--- config.mk ---
export PLATFORM = sky130hd
export DESIGN_NAME = ssp_port
export DESIGN_NICKNAME = d
export VERILOG_FILES = /design/src/ssp_pkg.sv /design/src/ssp_sync2.sv /design/src/ssp_baud_gen.sv /design/src/ssp_port.sv
export VERILOG_INCLUDE_DIRS = /design/src
export SDC_FILE = /design/constraint.sdc
export NUM_CORES = 1
export LEC_CHECK = 0
export BUFFER_PORTS_ARGS = -buffer_cell sky130_fd_sc_hd__buf_4
export CAP_MARGIN = 5
export CORE_AREA = 2 2 99 101
export CTS_CLUSTER_DIAMETER = 40
export DETAILED_ROUTE_END_ITERATION = 8
export DIE_AREA = 0 0 101 103
export GPL_ROUTABILITY_DRIVEN = 1
export SLEW_MARGIN = 20
export SYNTH_ARGS = -nofsm -noshare
export SYNTH_HDL_FRONTEND = slang
export SYNTH_SLANG_ARGS = --single-unit
--- constraint.sdc ---
create_clock -name sys_clk -period 5.36 [get_ports sys_clk]
set_input_delay 0.536 -clock sys_clk [delete_from_list [all_inputs] [get_ports sys_clk]]
set_output_delay 0.536 -clock sys_clk [all_outputs]
set_load 0.005 [all_outputs]
--- src/ssp_consts.svh ---
// Constants for the synchronous serial port
// Overview of operation
// - SPI mode shifts eight bits out and in together, all four clock modes.
// - Inputs select master or slave, idle level, sample phase, clock edge, rate, select use.
// - A slave may use the select input to qualify transfers from the master.
// - The shift register moves data most significant bit first, both directions.
// - A received byte goes to the buffer, setting full and interrupt flags.
// - A buffer write while shifting is dropped and sets the sticky collision flag.
// - Reading the buffer clears the full flag.
// - I2C baud generator loads seven reload bits, counts to zero, then halts.
// - The baud count decrements on phase two and phase four of each cycle.
// - The state machine reloads the baud generator; during stretching it reloads every cycle until clock high.
// - An I2C buffer write sets full and starts the baud generator and transmission.
// - Data changes after clock falls; clock low one period, then released one period.
// - At the eighth falling edge full clears and the data line is released.
// - At the ninth falling edge the data line is sampled into the acknowledge status.
// - After the ninth clock interrupt sets; clock held low until the next write or a STOP.
// - An address byte is seven address bits then direction bit, then acknowledge.
// - The stop enable bit makes a STOP condition, then raises the interrupt flag.
`ifndef SSP_CONSTS_SVH
`define SSP_CONSTS_SVH
`define SSP_BYTE_W 8
`define SSP_RELOAD_W 7
`define SSP_PIN_W 4
`define SSP_CNT_W 5
`define SSP_SPI_EDGES 5'h10
`define SSP_I2C_ACK_BIT 5'h08
`define SSP_I2C_LAST_BIT 5'h09
`define SSP_HALF_BASE 8'h02
`define SSP_Q2_PHASE 2'h1
`define SSP_Q4_PHASE 2'h3
`endif

--- src/ssp_pkg.sv ---
// Types of the synchronous serial port
package ssp_pkg;
    typedef struct packed {
        logic modeI2c;
        logic spiMaster;
        logic clkIdleHigh;
        logic sampleEnd;
        logic txOnActiveToIdle;
        logic [1:0] masterRate;
        logic slaveSelectEn;
    } ssp_cfg_type;

    typedef struct packed {
        logic sck;
        logic sdi;
        logic ssn;
        logic sda;
    } ssp_pins_type;

    typedef enum logic [6:0] {
        ST_IDLE = 7'h01,
        ST_LOW = 7'h02,
        ST_HIGH = 7'h04,
        ST_HOLD = 7'h08,
        ST_STOP_LOW = 7'h10,
        ST_STOP_SCL = 7'h20,
        ST_STOP_SDA = 7'h40
    } ssp_i2c_state_type;
endpackage

--- src/ssp_sync2.sv ---
// Two flip-flop synchroniser for pin inputs
`timescale 1ns/10ps
module ssp_sync2 #(
    parameter int W = 1
) (
    input wire logic sys_clk,
    input wire logic resetn,
    input wire logic [W-1:0] asyncIn,
    output logic [W-1:0] syncOut
);
    logic [W-1:0] meta_r;
    logic [W-1:0] sync_r;

    always_ff @(posedge sys_clk or negedge resetn)
    begin
        if (!resetn)
        begin
            meta_r <= '0;
            sync_r <= '0;
        end
        else
        begin
            meta_r <= asyncIn;
            sync_r <= meta_r;
        end
    end

    assign syncOut = sync_r;
endmodule

--- src/ssp_baud_gen.sv ---
// Down-counting baud generator with reload
`include "ssp_consts.svh"
`timescale 1ns/10ps
module ssp_baud_gen
    import ssp_pkg::*;
(
    input wire logic sys_clk,
    input wire logic resetn,
    input wire logic load,
    input wire logic [`SSP_RELOAD_W-1:0] reloadVal,
    input wire logic tick,
    output logic zero
);
    logic [`SSP_RELOAD_W-1:0] count_r;
    logic [`SSP_RELOAD_W-1:0] count_nxt;

    always_comb
    begin
        count_nxt = count_r;
        if (load)
            count_nxt = reloadVal;
        else if (tick && count_r != '0)
            count_nxt = count_r - `SSP_RELOAD_W'(1);
    end

    always_ff @(posedge sys_clk or negedge resetn)
    begin
        if (!resetn)
            count_r <= '0;
        else
            count_r <= count_nxt;
    end

    assign zero = (count_r == '0);
endmodule

--- src/ssp_port.sv ---
// Synchronous serial port: SPI master or slave, I2C master transmitter
`include "ssp_consts.svh"
`timescale 1ns/10ps
module ssp_port
    import ssp_pkg::*;
(
    input wire logic sys_clk,
    input wire logic resetn,
    input wire ssp_cfg_type cfg,
    input wire logic [`SSP_BYTE_W-1:0] addrReload,
    input wire logic bufWrite,
    input wire logic [`SSP_BYTE_W-1:0] bufWrData,
    input wire logic bufRead,
    output logic [`SSP_BYTE_W-1:0] bufRdData,
    output logic bufferFull,
    output logic irqFlag,
    input wire logic irqClear,
    output logic writeCollision,
    input wire logic wcolClear,
    output logic ackStatus,
    input wire logic stopEnable,
    output logic stopBusy,
    input wire logic sckIn,
    output logic sckOut,
    output logic sckOe,
    input wire logic sdiIn,
    output logic sdoOut,
    output logic sdoOe,
    input wire logic ssnIn,
    input wire logic sdaIn,
    output logic sdaOut,
    output logic sdaOe
);
    ssp_pins_type pinsAsync;
    ssp_pins_type pins;
    logic [1:0] qPhase_r;
    logic [1:0] qPhase_nxt;
    logic baudTick;
    logic baudLoad;
    logic baudZero;
    logic [`SSP_BYTE_W-1:0] sr_r, sr_nxt;
    logic [`SSP_BYTE_W-1:0] buf_r, buf_nxt;
    logic full_r, full_nxt;
    logic irq_r, irq_nxt;
    logic write_collision_flag_r, write_collision_flag_nxt;
    logic ack_r, ack_nxt;
    logic stop_r, stop_nxt;
    logic [`SSP_CNT_W-1:0] cnt_r, cnt_nxt;
    logic txBit_r, txBit_nxt;
    logic sck_r, sck_nxt;
    logic sckPrev_r, sckPrev_nxt;
    logic [`SSP_BYTE_W-1:0] half_r, half_nxt;
    logic spiBusy_r, spiBusy_nxt;
    ssp_i2c_state_type st_r, st_nxt;
    logic sclDrv_r, sclDrv_nxt;
    logic sdaDrv_r, sdaDrv_nxt;
    logic [`SSP_BYTE_W-1:0] halfLen;
    logic spiEdge, spiLead, spiTrail, midEdge, outEdge, capEdge;
    logic slaveBlocked, shifting, spiDone, i2cFall;
    logic [`SSP_CNT_W-1:0] cntInc;

    assign pinsAsync = '{sck: sckIn, sdi: sdiIn, ssn: ssnIn, sda: sdaIn};

    ssp_sync2 #(.W(`SSP_PIN_W)) u_sync (
        .sys_clk(sys_clk),
        .resetn(resetn),
        .asyncIn(pinsAsync),
        .syncOut(pins)
    );

    ssp_baud_gen u_baud (
        .sys_clk(sys_clk),
        .resetn(resetn),
        .load(baudLoad),
        .reloadVal(addrReload[`SSP_RELOAD_W-1:0]),
        .tick(baudTick),
        .zero(baudZero)
    );

    // Instruction cycle phases, the baud count steps on two of the four
    assign qPhase_nxt = qPhase_r + 2'h1;
    assign baudTick = (qPhase_r == `SSP_Q2_PHASE) || (qPhase_r == `SSP_Q4_PHASE);

    // SPI clock edge decoding, master from its own clock, slave from the pin
    assign halfLen = `SSP_HALF_BASE << {cfg.masterRate, 1'b0};
    assign slaveBlocked = !cfg.spiMaster && cfg.slaveSelectEn && pins.ssn;
    assign spiEdge = cfg.spiMaster ? (spiBusy_r && half_r == `SSP_BYTE_W'(1))
                                   : (!slaveBlocked && pins.sck != sckPrev_r);
    assign spiLead = spiEdge && (cfg.spiMaster ? (sck_r == cfg.clkIdleHigh)
                                               : (pins.sck != cfg.clkIdleHigh));
    assign spiTrail = spiEdge && !spiLead;
    assign midEdge = cfg.txOnActiveToIdle ? spiLead : spiTrail;
    assign outEdge = cfg.txOnActiveToIdle ? spiTrail : spiLead;
    assign capEdge = (cfg.sampleEnd && cfg.spiMaster) ? outEdge : midEdge;
    assign cntInc = cnt_r + `SSP_CNT_W'(1);
    assign spiDone = !cfg.modeI2c && spiEdge && cntInc == `SSP_SPI_EDGES;
    assign i2cFall = cfg.modeI2c && st_r == ST_HIGH && pins.sck && baudZero;
    assign shifting = cfg.modeI2c ? (st_r != ST_IDLE && st_r != ST_HOLD)
                                  : (cfg.spiMaster ? spiBusy_r : cnt_r != '0);

    always_comb
    begin
        sr_nxt = sr_r;
        buf_nxt = buf_r;
        full_nxt = full_r;
        irq_nxt = irq_r;
        write_collision_flag_nxt = write_collision_flag_r;
        ack_nxt = ack_r;
        stop_nxt = stop_r;
        cnt_nxt = cnt_r;
        txBit_nxt = txBit_r;
        sck_nxt = sck_r;
        sckPrev_nxt = pins.sck;
        half_nxt = half_r;
        spiBusy_nxt = spiBusy_r;
        st_nxt = st_r;
        sclDrv_nxt = sclDrv_r;
        sdaDrv_nxt = sdaDrv_r;
        baudLoad = 1'b0;

        // Software clears first so that a hardware set in the same cycle wins
        if (bufRead)
            full_nxt = 1'b0;
        if (irqClear)
            irq_nxt = 1'b0;
        if (wcolClear)
            write_collision_flag_nxt = 1'b0;
        if (stopEnable)
            stop_nxt = 1'b1;

        if (bufWrite && shifting)
            write_collision_flag_nxt = 1'b1;

        if (!cfg.modeI2c)
        begin
            sclDrv_nxt = 1'b0;
            sdaDrv_nxt = 1'b0;
            st_nxt = ST_IDLE;
            if (!spiBusy_r)
                sck_nxt = cfg.clkIdleHigh;
            if (slaveBlocked)
                cnt_nxt = '0;
            if (bufWrite && !shifting)
            begin
                sr_nxt = bufWrData;
                buf_nxt = bufWrData;
                txBit_nxt = bufWrData[`SSP_BYTE_W-1];
                cnt_nxt = '0;
                spiBusy_nxt = cfg.spiMaster;
                half_nxt = halfLen;
            end
            else
            begin
                if (spiBusy_r)
                    half_nxt = (half_r == `SSP_BYTE_W'(1)) ? halfLen : half_r - `SSP_BYTE_W'(1);
                if (spiEdge)
                begin
                    cnt_nxt = cntInc;
                    if (cfg.spiMaster)
                        sck_nxt = !sck_r;
                    if (capEdge)
                        sr_nxt = {sr_r[`SSP_BYTE_W-2:0], pins.sdi};
                    if (outEdge)
                        txBit_nxt = sr_nxt[`SSP_BYTE_W-1];
                end
                if (spiDone)
                begin
                    buf_nxt = sr_nxt;
                    full_nxt = 1'b1;
                    irq_nxt = 1'b1;
                    cnt_nxt = '0;
                    spiBusy_nxt = 1'b0;
                end
            end
        end
        else
        begin
            spiBusy_nxt = 1'b0;
            cnt_nxt = cnt_r;
            unique case (st_r)
                ST_IDLE, ST_HOLD:
                begin
                    sclDrv_nxt = (st_r == ST_HOLD);
                    if (bufWrite)
                    begin
                        sr_nxt = bufWrData;
                        buf_nxt = bufWrData;
                        full_nxt = 1'b1;
                        cnt_nxt = '0;
                        st_nxt = ST_LOW;
                        sclDrv_nxt = 1'b1;
                        sdaDrv_nxt = !bufWrData[`SSP_BYTE_W-1];
                        baudLoad = 1'b1;
                    end
                    else if (st_r == ST_HOLD && stop_r)
                    begin
                        st_nxt = ST_STOP_LOW;
                        sdaDrv_nxt = 1'b1;
                        baudLoad = 1'b1;
                    end
                end
                ST_LOW:
                begin
                    if (baudZero)
                    begin
                        st_nxt = ST_HIGH;
                        sclDrv_nxt = 1'b0;
                        baudLoad = 1'b1;
                    end
                end
                ST_HIGH:
                begin
                    if (!pins.sck)
                        baudLoad = 1'b1;
                    else if (baudZero)
                    begin
                        sclDrv_nxt = 1'b1;
                        cnt_nxt = cntInc;
                        if (cntInc < `SSP_I2C_ACK_BIT)
                        begin
                            sr_nxt = {sr_r[`SSP_BYTE_W-2:0], 1'b0};
                            sdaDrv_nxt = !sr_r[`SSP_BYTE_W-2];
                            st_nxt = ST_LOW;
                            baudLoad = 1'b1;
                        end
                        else if (cntInc == `SSP_I2C_ACK_BIT)
                        begin
                            sdaDrv_nxt = 1'b0;
                            full_nxt = 1'b0;
                            st_nxt = ST_LOW;
                            baudLoad = 1'b1;
                        end
                        else
                        begin
                            ack_nxt = pins.sda;
                            irq_nxt = 1'b1;
                            st_nxt = ST_HOLD;
                        end
                    end
                end
                ST_STOP_LOW:
                begin
                    if (baudZero)
                    begin
                        st_nxt = ST_STOP_SCL;
                        sclDrv_nxt = 1'b0;
                        baudLoad = 1'b1;
                    end
                end
                ST_STOP_SCL:
                begin
                    if (!pins.sck)
                        baudLoad = 1'b1;
                    else if (baudZero)
                    begin
                        st_nxt = ST_STOP_SDA;
                        sdaDrv_nxt = 1'b0;
                        baudLoad = 1'b1;
                    end
                end
                ST_STOP_SDA:
                begin
                    if (baudZero)
                    begin
                        st_nxt = ST_IDLE;
                        stop_nxt = stopEnable;
                        irq_nxt = 1'b1;
                    end
                end
                default:
                begin
                    st_nxt = ST_IDLE;
                    sclDrv_nxt = 1'b0;
                    sdaDrv_nxt = 1'b0;
                end
            endcase
        end
    end

    always_ff @(posedge sys_clk or negedge resetn)
    begin
        if (!resetn)
        begin
            qPhase_r <= 2'h0;
            sr_r <= 8'h00;
            buf_r <= 8'h00;
            full_r <= 1'b0;
            irq_r <= 1'b0;
            write_collision_flag_r <= 1'b0;
            ack_r <= 1'b0;
            stop_r <= 1'b0;
            cnt_r <= 5'h00;
            txBit_r <= 1'b0;
            sck_r <= 1'b0;
            sckPrev_r <= 1'b0;
            half_r <= 8'h00;
            spiBusy_r <= 1'b0;
            st_r <= ST_IDLE;
            sclDrv_r <= 1'b0;
            sdaDrv_r <= 1'b0;
        end
        else
        begin
            qPhase_r <= qPhase_nxt;
            sr_r <= sr_nxt;
            buf_r <= buf_nxt;
            full_r <= full_nxt;
            irq_r <= irq_nxt;
            write_collision_flag_r <= write_collision_flag_nxt;
            ack_r <= ack_nxt;
            stop_r <= stop_nxt;
            cnt_r <= cnt_nxt;
            txBit_r <= txBit_nxt;
            sck_r <= sck_nxt;
            sckPrev_r <= sckPrev_nxt;
            half_r <= half_nxt;
            spiBusy_r <= spiBusy_nxt;
            st_r <= st_nxt;
            sclDrv_r <= sclDrv_nxt;
            sdaDrv_r <= sdaDrv_nxt;
        end
    end

    assign bufRdData = buf_r;
    assign bufferFull = full_r;
    assign irqFlag = irq_r;
    assign writeCollision = write_collision_flag_r;
    assign ackStatus = ack_r;
    assign stopBusy = stop_r;
    // Open-drain lines in I2C mode: output level is always low
    assign sckOut = cfg.modeI2c ? 1'b0 : sck_r;
    assign sckOe = cfg.modeI2c ? sclDrv_r : cfg.spiMaster;
    assign sdoOut = txBit_r;
    assign sdoOe = !cfg.modeI2c && !slaveBlocked;
    assign sdaOut = 1'b0;
    assign sdaOe = cfg.modeI2c && sdaDrv_r;
endmodule

-- Yosys cells after proc, flatten, opt, wreduce, memory -nomap -nowiden
Cells that the tools add are included.
Widths: inputs -> output; s select.
- add/subtract/negate cells: 4
- magnitude comparators: 1
- equal/unequal tests: 34
- shift-type cells: 1
- muxes and demuxes: 110
- bitwise operators: 3
- reduce and logical (&&, ||, !) cells: 48
- operators with widths (operator ; count):
    $mux 8 ; 15
    $mux 7 ; 12
    $mux 1 ; 65
    $pmux 7 s6 ; 1
    $mux 5 ; 8
    $ne 3x3->1 const B ; 6
    $logic_and 1x1->1 ; 16
    $pmux 8 s2 ; 1
    $ne 3x2->1 const B ; 4
    $pmux 1 s4 ; 3
    $pmux 5 s2 ; 1
    $reduce_and 5->1 ; 2
    $reduce_bool 2->1 ; 5
    $reduce_bool 5->1 ; 2
    $eq 8x1->1 const B ; 1
    $logic_not 1->1 ; 8
    $mux 4 ; 2
    $reduce_and 8->1 ; 1
    $shl 2x3->8 const A ; 1
    $sub 8x1->8 const B ; 1
    $eq 7x1->1 const B ; 1
    $eq 7x2->1 const B ; 1
    $eq 7x3->1 const B ; 1
    $eq 7x4->1 const B ; 1
    33 further kinds ; 42
- bits in registers: 64
- input port bits: 35
- output and inout bits: 19
- word-level logic and storage cells: 221

-- Longest topological paths before layout
Gate-level depths: netlist (run 1).
- depth after elaboration: 16
- depth in mapped cells: 9
- mapped depth without buffers: 8

-- Hierarchy
From an unflattened synthesis (run 1), not the netlist that was laid out.
- cell total of the unflattened synthesis: 448
- area, all modules: 4000.1 sq um
- modules (own cells, without submodules) (module ; instances ; cells each ; area each (sq um) ; sequential area each (sq um)):
    ssp_port ; 1 ; 388 ; 3338.2 ; 1227.4
    ssp_baud_gen ; 1 ; 52 ; 461.7 ; 175.2
    ssp_sync2 ; 1 ; 8 ; 200.2 ; 200.2

-- Least setup slack after synthesis (run 1)
Ideal clock, no wire load.
- path kind: flip-flop to flip-flop
- start point: reg st_r[1]
- end point: reg st_r[3]
- library setup time: 0.128 ns
- arrival time: 2.440 ns
- required time: 5.232 ns
- setup slack: 2.792 ns
- cell stages (with the launch flop): 7
- buffers on the path: 1
- clock period less this slack: 2.568 ns
- path through: dfrtp_1 buf_6 or4_4 or4b_4 or3_4 a31oi_4 mux2_1
- longest elaborated chain between the ends: 4
- elaborated cells on any way between the ends: 20
- those cells by class: eq/ne: 15; mux: 2; reduce/logical: 3
- RTL lines (what ; RTL line ; RTL):
    start: declaration ; ssp_port.sv:54 ; ssp_i2c_state_type st_r, st_nxt;
    start signal: assignment ; ssp_port.sv:318 ; st_r <= st_nxt;
    $eq 7x4->1 / $eq 7x1->1 (equally long branches) ; ssp_port.sv:180, ssp_port.sv:195 ;
    $reduce_or 2->1 / $logic_and 1x1->1 (equally long branches) ; ssp_port.sv:180, ssp_port.sv:195 ;
    $ne 4x4->1 (no source line) / $pmux 7 s6 (equally long branches) ; - ;
    $reduce_and 8->1 (no source line) / $mux 7 (equally long branches) ; - ;
Parallel ways exist; a longest one is shown, timed or not.
A chain may end at the register's enable or synchronous reset.

-- Worst setup path in the final report (run 1)
- start point: reg half_r[2]
- end point: reg buf_r[7], in the netlist bufRdData[7]
- longest elaborated chain between the ends: 13
- elaborated cells on any way between the ends: 18
- those cells by class: eq/ne: 1; mux: 9; reduce/logical: 8
- RTL lines (what ; RTL line ; RTL):
    start: declaration ; ssp_port.sv:52 ; logic [`SSP_BYTE_W-1:0] half_r, half_nxt;
    start signal: assignment ; ssp_port.sv:316 ; half_r <= half_nxt;
    $eq 8x1->1 * ; ssp_port.sv:87 ; assign spiEdge = cfg.spiMaster ? (spiBusy_r && half_r == `SSP_BYTE_W'(1))
    $logic_and 1x1->1 * ; ssp_port.sv:87 ;
    $mux 1 * ; ssp_port.sv:87 ;
    $logic_and 1x1->1 ; ssp_port.sv:89 ; assign spiLead = spiEdge && (cfg.spiMaster ? (sck_r == cfg.clkIdleHigh)
    $logic_not 1->1 ; ssp_port.sv:91 ; assign spiTrail = spiEdge && !spiLead;
    $logic_and 1x1->1 ; ssp_port.sv:91 ;
    $mux 1 (on tied branches) ; ssp_port.sv:92, ssp_port.sv:93 ;
    $mux 1 ; ssp_port.sv:94 ; assign capEdge = (cfg.sampleEnd && cfg.spiMaster) ? outEdge : midEdge;
    $mux 8 ; ssp_port.sv:161 ; if (capEdge)
    $mux 8 ; ssp_port.sv:156 ; if (spiEdge)
    $mux 8 ; ssp_port.sv:166 ; if (spiDone)
    $mux 8 ; ssp_port.sv:143 ; if (bufWrite && !shifting)
    $mux 8 ; ssp_port.sv:134 ; if (!cfg.modeI2c)
    end signal: assignment ; ssp_port.sv:306 ; buf_r <= buf_nxt;
    end: declaration ; ssp_port.sv:42 ; logic [`SSP_BYTE_W-1:0] buf_r, buf_nxt;
Every way passes the cells marked *; elsewhere a longest branch is shown, timed or not. The select of a mux whose other input is x is not followed.

==> impl_metrics.toml, run 1 <==
[clock_tree]
ctsHoldBuffers = 0
insertion_delay_ns = 0.35
cts_resized = 0
cts_tree = "done"
postCtsSetupBuffers = 0
cts_buffers = 9
htree_num_levels = 3
cts.reportedPaths.clkPinSlew_ns = 0.08
cts_buffer_depth = 2
clock_sinks = 64
clock-root-buffer = "clkbuf_8"

[timing]
worst_pin_slew_ns = 1.01
slew_headroom_pct = 32.3
period_needed_ns = 3.18
fin_crit_sh_pct = 59.3
max_freq_mhz = 315
slew_violations = 0
setup-violations-final = 0
finalSetupTns_ns = 0
fin_skew_ns = 0.0117
grt_setup_unrepaired = "false"
hold_violations = 0

[logic_synthesis]
syn_area_sq_mm = 0.00405
syn_inst = 432
synth_edf_count = 0
synthArstFlopShare_pct = 100
synth.avg_cell_area_sq_um = 9.37
yosysSeqAreaShare_pct = 39.6
synth_simple_gate_area_share_pct = 18.7
ys_warn_count = 0
synth_nets = 476
synth-compound-area-share_pct = 20.1
synthDistinctLibCells = 69
synth_top_family_by_area = "compound AO/OA/AOI/OAI gates"
synthAdderAreaFrac_pct = 2.78
synth_ff_type = "dfrtp_1"
synthMuxAreaShare_pct = 10.6
ys_seq_elements = 64
synthXorXnorAreaFrac_pct = 3.89

[run]
drv_cap = 0

[finish]
fill_cells = 874
antenna_cells = 0
multiInputGateArea_sq_mm = 0.00228
regArea_sq_mm = 0.00160
layout.nets = 519
drive_gt1_share_pct = 17.7
area_growth_pct = 16.4

[critical_path]
worstPathArrival_ns = 3.40
start_kind = "flip-flop"
endpoint_kind = "flip-flop"
crit_fanout = 10
crit_type = "reg -> reg"
worstPathRequired_ns = 5.59

[floorplan]
die_x_um = 101
die_area_sq_mm = 0.0104
start_util_pct = 42.8
core_sq_mm = 0.00946
io_pins = 54
dieHeight_um = 103
rows = 36

[drt]
drtPass1Iterations = 5
drc = 0
ant_nets = 0
vias = 3339
drt_iter0_markers = 162
wirelength_um = 9600
viasPerCell = 5.62
wire_per_inst_um = 16.2

[power]
ir_worst_vdd_v = 0.000162
total_power_mw = 1.86
powerDensity_mw_per_mm2 = 395
total_leakage_power_nw = 2.11

[outcome]
status = "finished clean"

[grt]
grt_max_degree = 65
grt_first_pass_wirelength_um = 15700
grt_usage_pct = 19.4
grt_pass1_vias = 3170
grt-ovfl-total = 0
antenna_found_initial = 0

[placement]
hpwlAfterDp_um = 6910
port_buffers = 51
gp_congestion = 0.862

[min_path]
hold_class = "in -> async"
layout by cell type (no fill, tap or decap), drive strengths merged, types with 3 or more instances in the layout:
master  instances
nand3          15
xnor2           9
a21o            5
a32oi           3
o21a            6
o21ai          22
and2            6
o211ai          9
nor4b           3
xor2            9
clkbuf         14
nand2b         11
a22oi           6
nor2           37
nor3           12
inv            22
a31oi           6
mux2           25
and3            7
nor4            3
o311ai          4
a32o            3
ha              9
or3             4
nand2          37
a21oi          18
mux2i          12
dfrtp          63
o31ai           5
a211oi          4
a22o            5
buf            52
area by class of cell:
cell class              count  share of cell area (%)
inverters                  22                    1.75
repair buffers             52                    8.28
clock buffers              14                    3.87
multi-input cells         326                    48.3
flip-flops and latches     64                    34.0
well taps                 114                    3.03
clock inverters             2                   0.743
worst paths after layout:
kind	from	endpoint	slack, ns	depth (start not counted)
worst max-delay path	half_r[2]	bufRdData[7]	2.18	6
worst min-delay path	resetn	half_r[3]	0.26	1
worst max register to register	half_r[2]	bufRdData[7]	2.18	6
worst min register to register	u_sync.meta_r[2]	u_sync.syncOut[2]	0.35	0
max in group asynchronous	resetn	u_baud.count_r[2]	4.53	1
min in group sys_clk	sckIn	u_sync.meta_r[3]	0.30	1
per-layer routing:
layer | wire length, um | up-vias | track usage [%]
met5 | 0 | - | 0
met4 | 178 | 0 | 7.90
met3 | 427 | 13 | 3.39
met2 | 4270 | 86 | 29.7
met1 | 4730 | 1585 | 27.4
li1 | - | 1655 | -
Yosys cell counts, drive strengths merged, types with 3 or more instances:
library cell  number  share of area [%]
a31oi              6                1.3
o21ai             22                2.7
a22o               5                1.1
o31ai              5               0.93
o21a               6                1.1
nand2b            11                1.7
mux2              25                7.6
buf                7                1.0
a21o               5               0.93
a211oi             4               0.74
ha                 9                2.8
inv               22                2.0
nand2             37                3.4
o211ai             9                1.7
a21oi             18                2.2
a32oi              3               0.65
nor2              37                3.4
mux2i             12                3.0
xnor2              9                1.9
o311ai             4                1.3
nor4               3               0.46
xor2               9                1.9
and2               6               0.93
dfrtp             63                 39
a32o               3               0.74
nor3              12                1.6
and3               7                1.1
or3                4               0.74
nor4b              3               0.65
a22oi              6                1.1
clkbuf            13                1.2
nand3             15                1.9
critical path, stage by stage (launching register included):
cell	delay, ns
dfrtp_1	0.43
nor4_1	0.68
nand3_1	0.26
a211oi_2	0.88
mux2i_1	0.38
a21oi_1	0.13
mux2_1	0.29
per-stage QoR:
| stage | hold slack [ns] | setup WS (ns) | instances | cell area [sq um] | utilization, % |
|---|---|---|---|---|---|
| CTS | 0.280 | 2.24 | 594 | 4710 | 49.8 |
| global placement | 0.332 | 2.30 | 578 | 4500 | 47.5 |
| finish | 0.258 | 2.18 | 594 | 4710 | 49.8 |
| floorplan | 0.240 | 2.79 | 432 | 4050 | - |
| detailed placement | 0.336 | 2.29 | 578 | 4500 | 47.5 |
| global route | 0.280 | 1.93 | 594 | 4710 | 49.8 |
where the power goes:
group          internal (mW)  switching [mW]  total [mW]
clock network          0.265           0.192       0.458
logic                  0.345           0.334       0.679
registers              0.609           0.118       0.727
total                   1.22           0.644        1.86
flip-flops by register name (all words and copies together) (netlist names), 2 cells and up:
name and flops:
half_r 8, qPhase_r 2, cnt_r 5, sr_r 8, st_r 7, u_baud.count_r 7
bufRdData 8, u_sync.syncOut 4, u_sync.meta_r 4
logic make-up (layout without fill, tap and decap cells):
family          count (synthesis)  after routing
compound gates                112            112
xor+xnor                       18             18
fa+ha+maj                       9              9
buf+inv                        42             90
flops                          64             64
mux                            37             37
other cells                     1              1
simple gates                  149            149
(Power assumes the default switching activity.)
==> run 2, diff against run 1 <==
==> constraint.sdc (replaced) <==
create_clock -name sys_clk -period 3.3 [get_ports sys_clk]
set_input_delay 0.33 -clock sys_clk [delete_from_list [all_inputs] [get_ports sys_clk]]
set_output_delay 0.33 -clock sys_clk [all_outputs]
set_load 0.005 [all_outputs]
==> run 2 against run 1 <==
Critical endpoint is now cnt_r[3]. Critical path depth is 2 higher. First-iteration DRC count is 34% higher. Utilization is 0.066 points higher. Largest cell class unchanged. Die area stayed put. Final cell count is 0.34% higher.
==> impl_metrics.toml, run 2 (same netlist as run 1, synthesis figures left out) <==
[outcome]
status = "finished clean"

[run]
drv_cap = 0

[clock_tree]
cts_buffer_depth = 2
ctsHoldBuffers = 0
postCtsSetupBuffers = 0
cts.reportedPaths.clkPinSlew_ns = 0.07
clock-root-buffer = "clkbuf_8"
cts_buffers = 9
cts_tree = "done"
htree_num_levels = 3
cts_resized = 0
insertion_delay_ns = 0.34
clock_sinks = 64

[timing]
hold_violations = 0
slew_headroom_pct = 44.0
worst_pin_slew_ns = 0.841
grt_setup_unrepaired = "false"
setup-violations-final = 0
slew_violations = 0
max_freq_mhz = 367
fin_crit_sh_pct = 82.5
finalSetupTns_ns = 0
holdWs_ns = 0.0837
fin_skew_ns = 0.00828
period_needed_ns = 2.72

[floorplan]
die_area_sq_mm = 0.0104
io_pins = 54
core_sq_mm = 0.00946
start_util_pct = 42.8
dieHeight_um = 103
rows = 36
die_x_um = 101

[power]
total_leakage_power_nw = 2.11
powerDensity_mw_per_mm2 = 628
ir_worst_vdd_v = 0.000270
total_power_mw = 2.96

[critical_path]
worstPathArrival_ns = 2.95
start_kind = "flip-flop"
worstPathRequired_ns = 3.52
endpoint_kind = "flip-flop"
crit_type = "reg -> reg"
crit_fanout = 6
ff2ff_setup_slack_ns = 0.58

[grt]
grt_usage_pct = 20.0
grt_first_pass_wirelength_um = 16100
grt_max_degree = 65
antenna_found_initial = 0
grt-ovfl-total = 0
grt_pass1_vias = 3204

[placement]
placed_area_sq_mm = 0.00453
port_buffers = 51
hpwlAfterDp_um = 6950
gp_congestion = 0.829

[finish]
fill_cells = 916
design_area_sq_mm = 0.00472
area_growth_pct = 16.6
final_common_cell = "dfrtp_1"
drive_gt1_share_pct = 18.3
regArea_sq_mm = 0.00160
layout.nets = 523
final_cell_mix = "dfrtp_1, buf_4, nor2_1, nand2_1, inv_1"
antenna_cells = 0
multiInputGateArea_sq_mm = 0.00228

[min_path]
hold_class = "in -> async"

[drt]
ant_nets = 0
drtPass1Iterations = 5
drc = 0
vias = 3339
wire_per_inst_um = 16.2
wirelength_um = 9660
drt_iter0_markers = 217
viasPerCell = 5.60
## run 2: per-stage QoR
stage / std cells / setup WS (ns) / utilization [%]
floorplan: 432 / 0.732 / -
global placement: 582 / 0.605 / 47.9
detailed placement: 582 / 0.581 / 47.9
CTS: 596 / 0.576 / 49.9
global route: 596 / 0.324 / 49.9
finish: 596 / 0.577 / 49.9
## run 2: cell type report
class	count	share of cell area [%]
Timing Repair Buffer	56	8.91
Sequential cell	64	34.0
Clock inverter	3	0.901
Multi-Input combinational cell	326	48.3
Clock buffer	11	3.21
Inverter	22	1.75
Tap cell	114	3.02
## run 2: path summary, 6_finish.rpt
check | cells past startpoint | to | from
worst max-delay path | 8 | cnt_r[3] | cnt_r[0]
worst min-delay path | 1 | half_r[5] | resetn
worst max register to register | 8 | cnt_r[3] | cnt_r[0]
worst min register to register | 0 | u_sync.syncOut[1] | u_sync.meta_r[1]
max in group asynchronous | 1 | cnt_r[3] | resetn
min in group sys_clk | 1 | u_sync.meta_r[3] | sckIn
## run 2: critical path, stage by stage (launching register included)
cell      delay (ns)
dfrtp_1         0.44
inv_1           0.10
ha_1            0.13
or4b_1          0.55
o211ai_1        0.35
a21oi_1         0.15
a32oi_1         0.38
nor2_1          0.18
a221o_1         0.32
## run 2: report_power, final
part	leakage, nW	switching, mW	internal, mW
clock	0.0973	0.305	0.380
combinational	1.23	0.538	0.562
sequential	0.785	0.188	0.989
## run 2: per-layer routing
metal / global-route usage, % / share of wire (%)
met1: 29.0 / 50
met2: 29.5 / 44
met3: 4.14 / 4.5
met4: 7.17 / 1.5
met5: 0 / 0
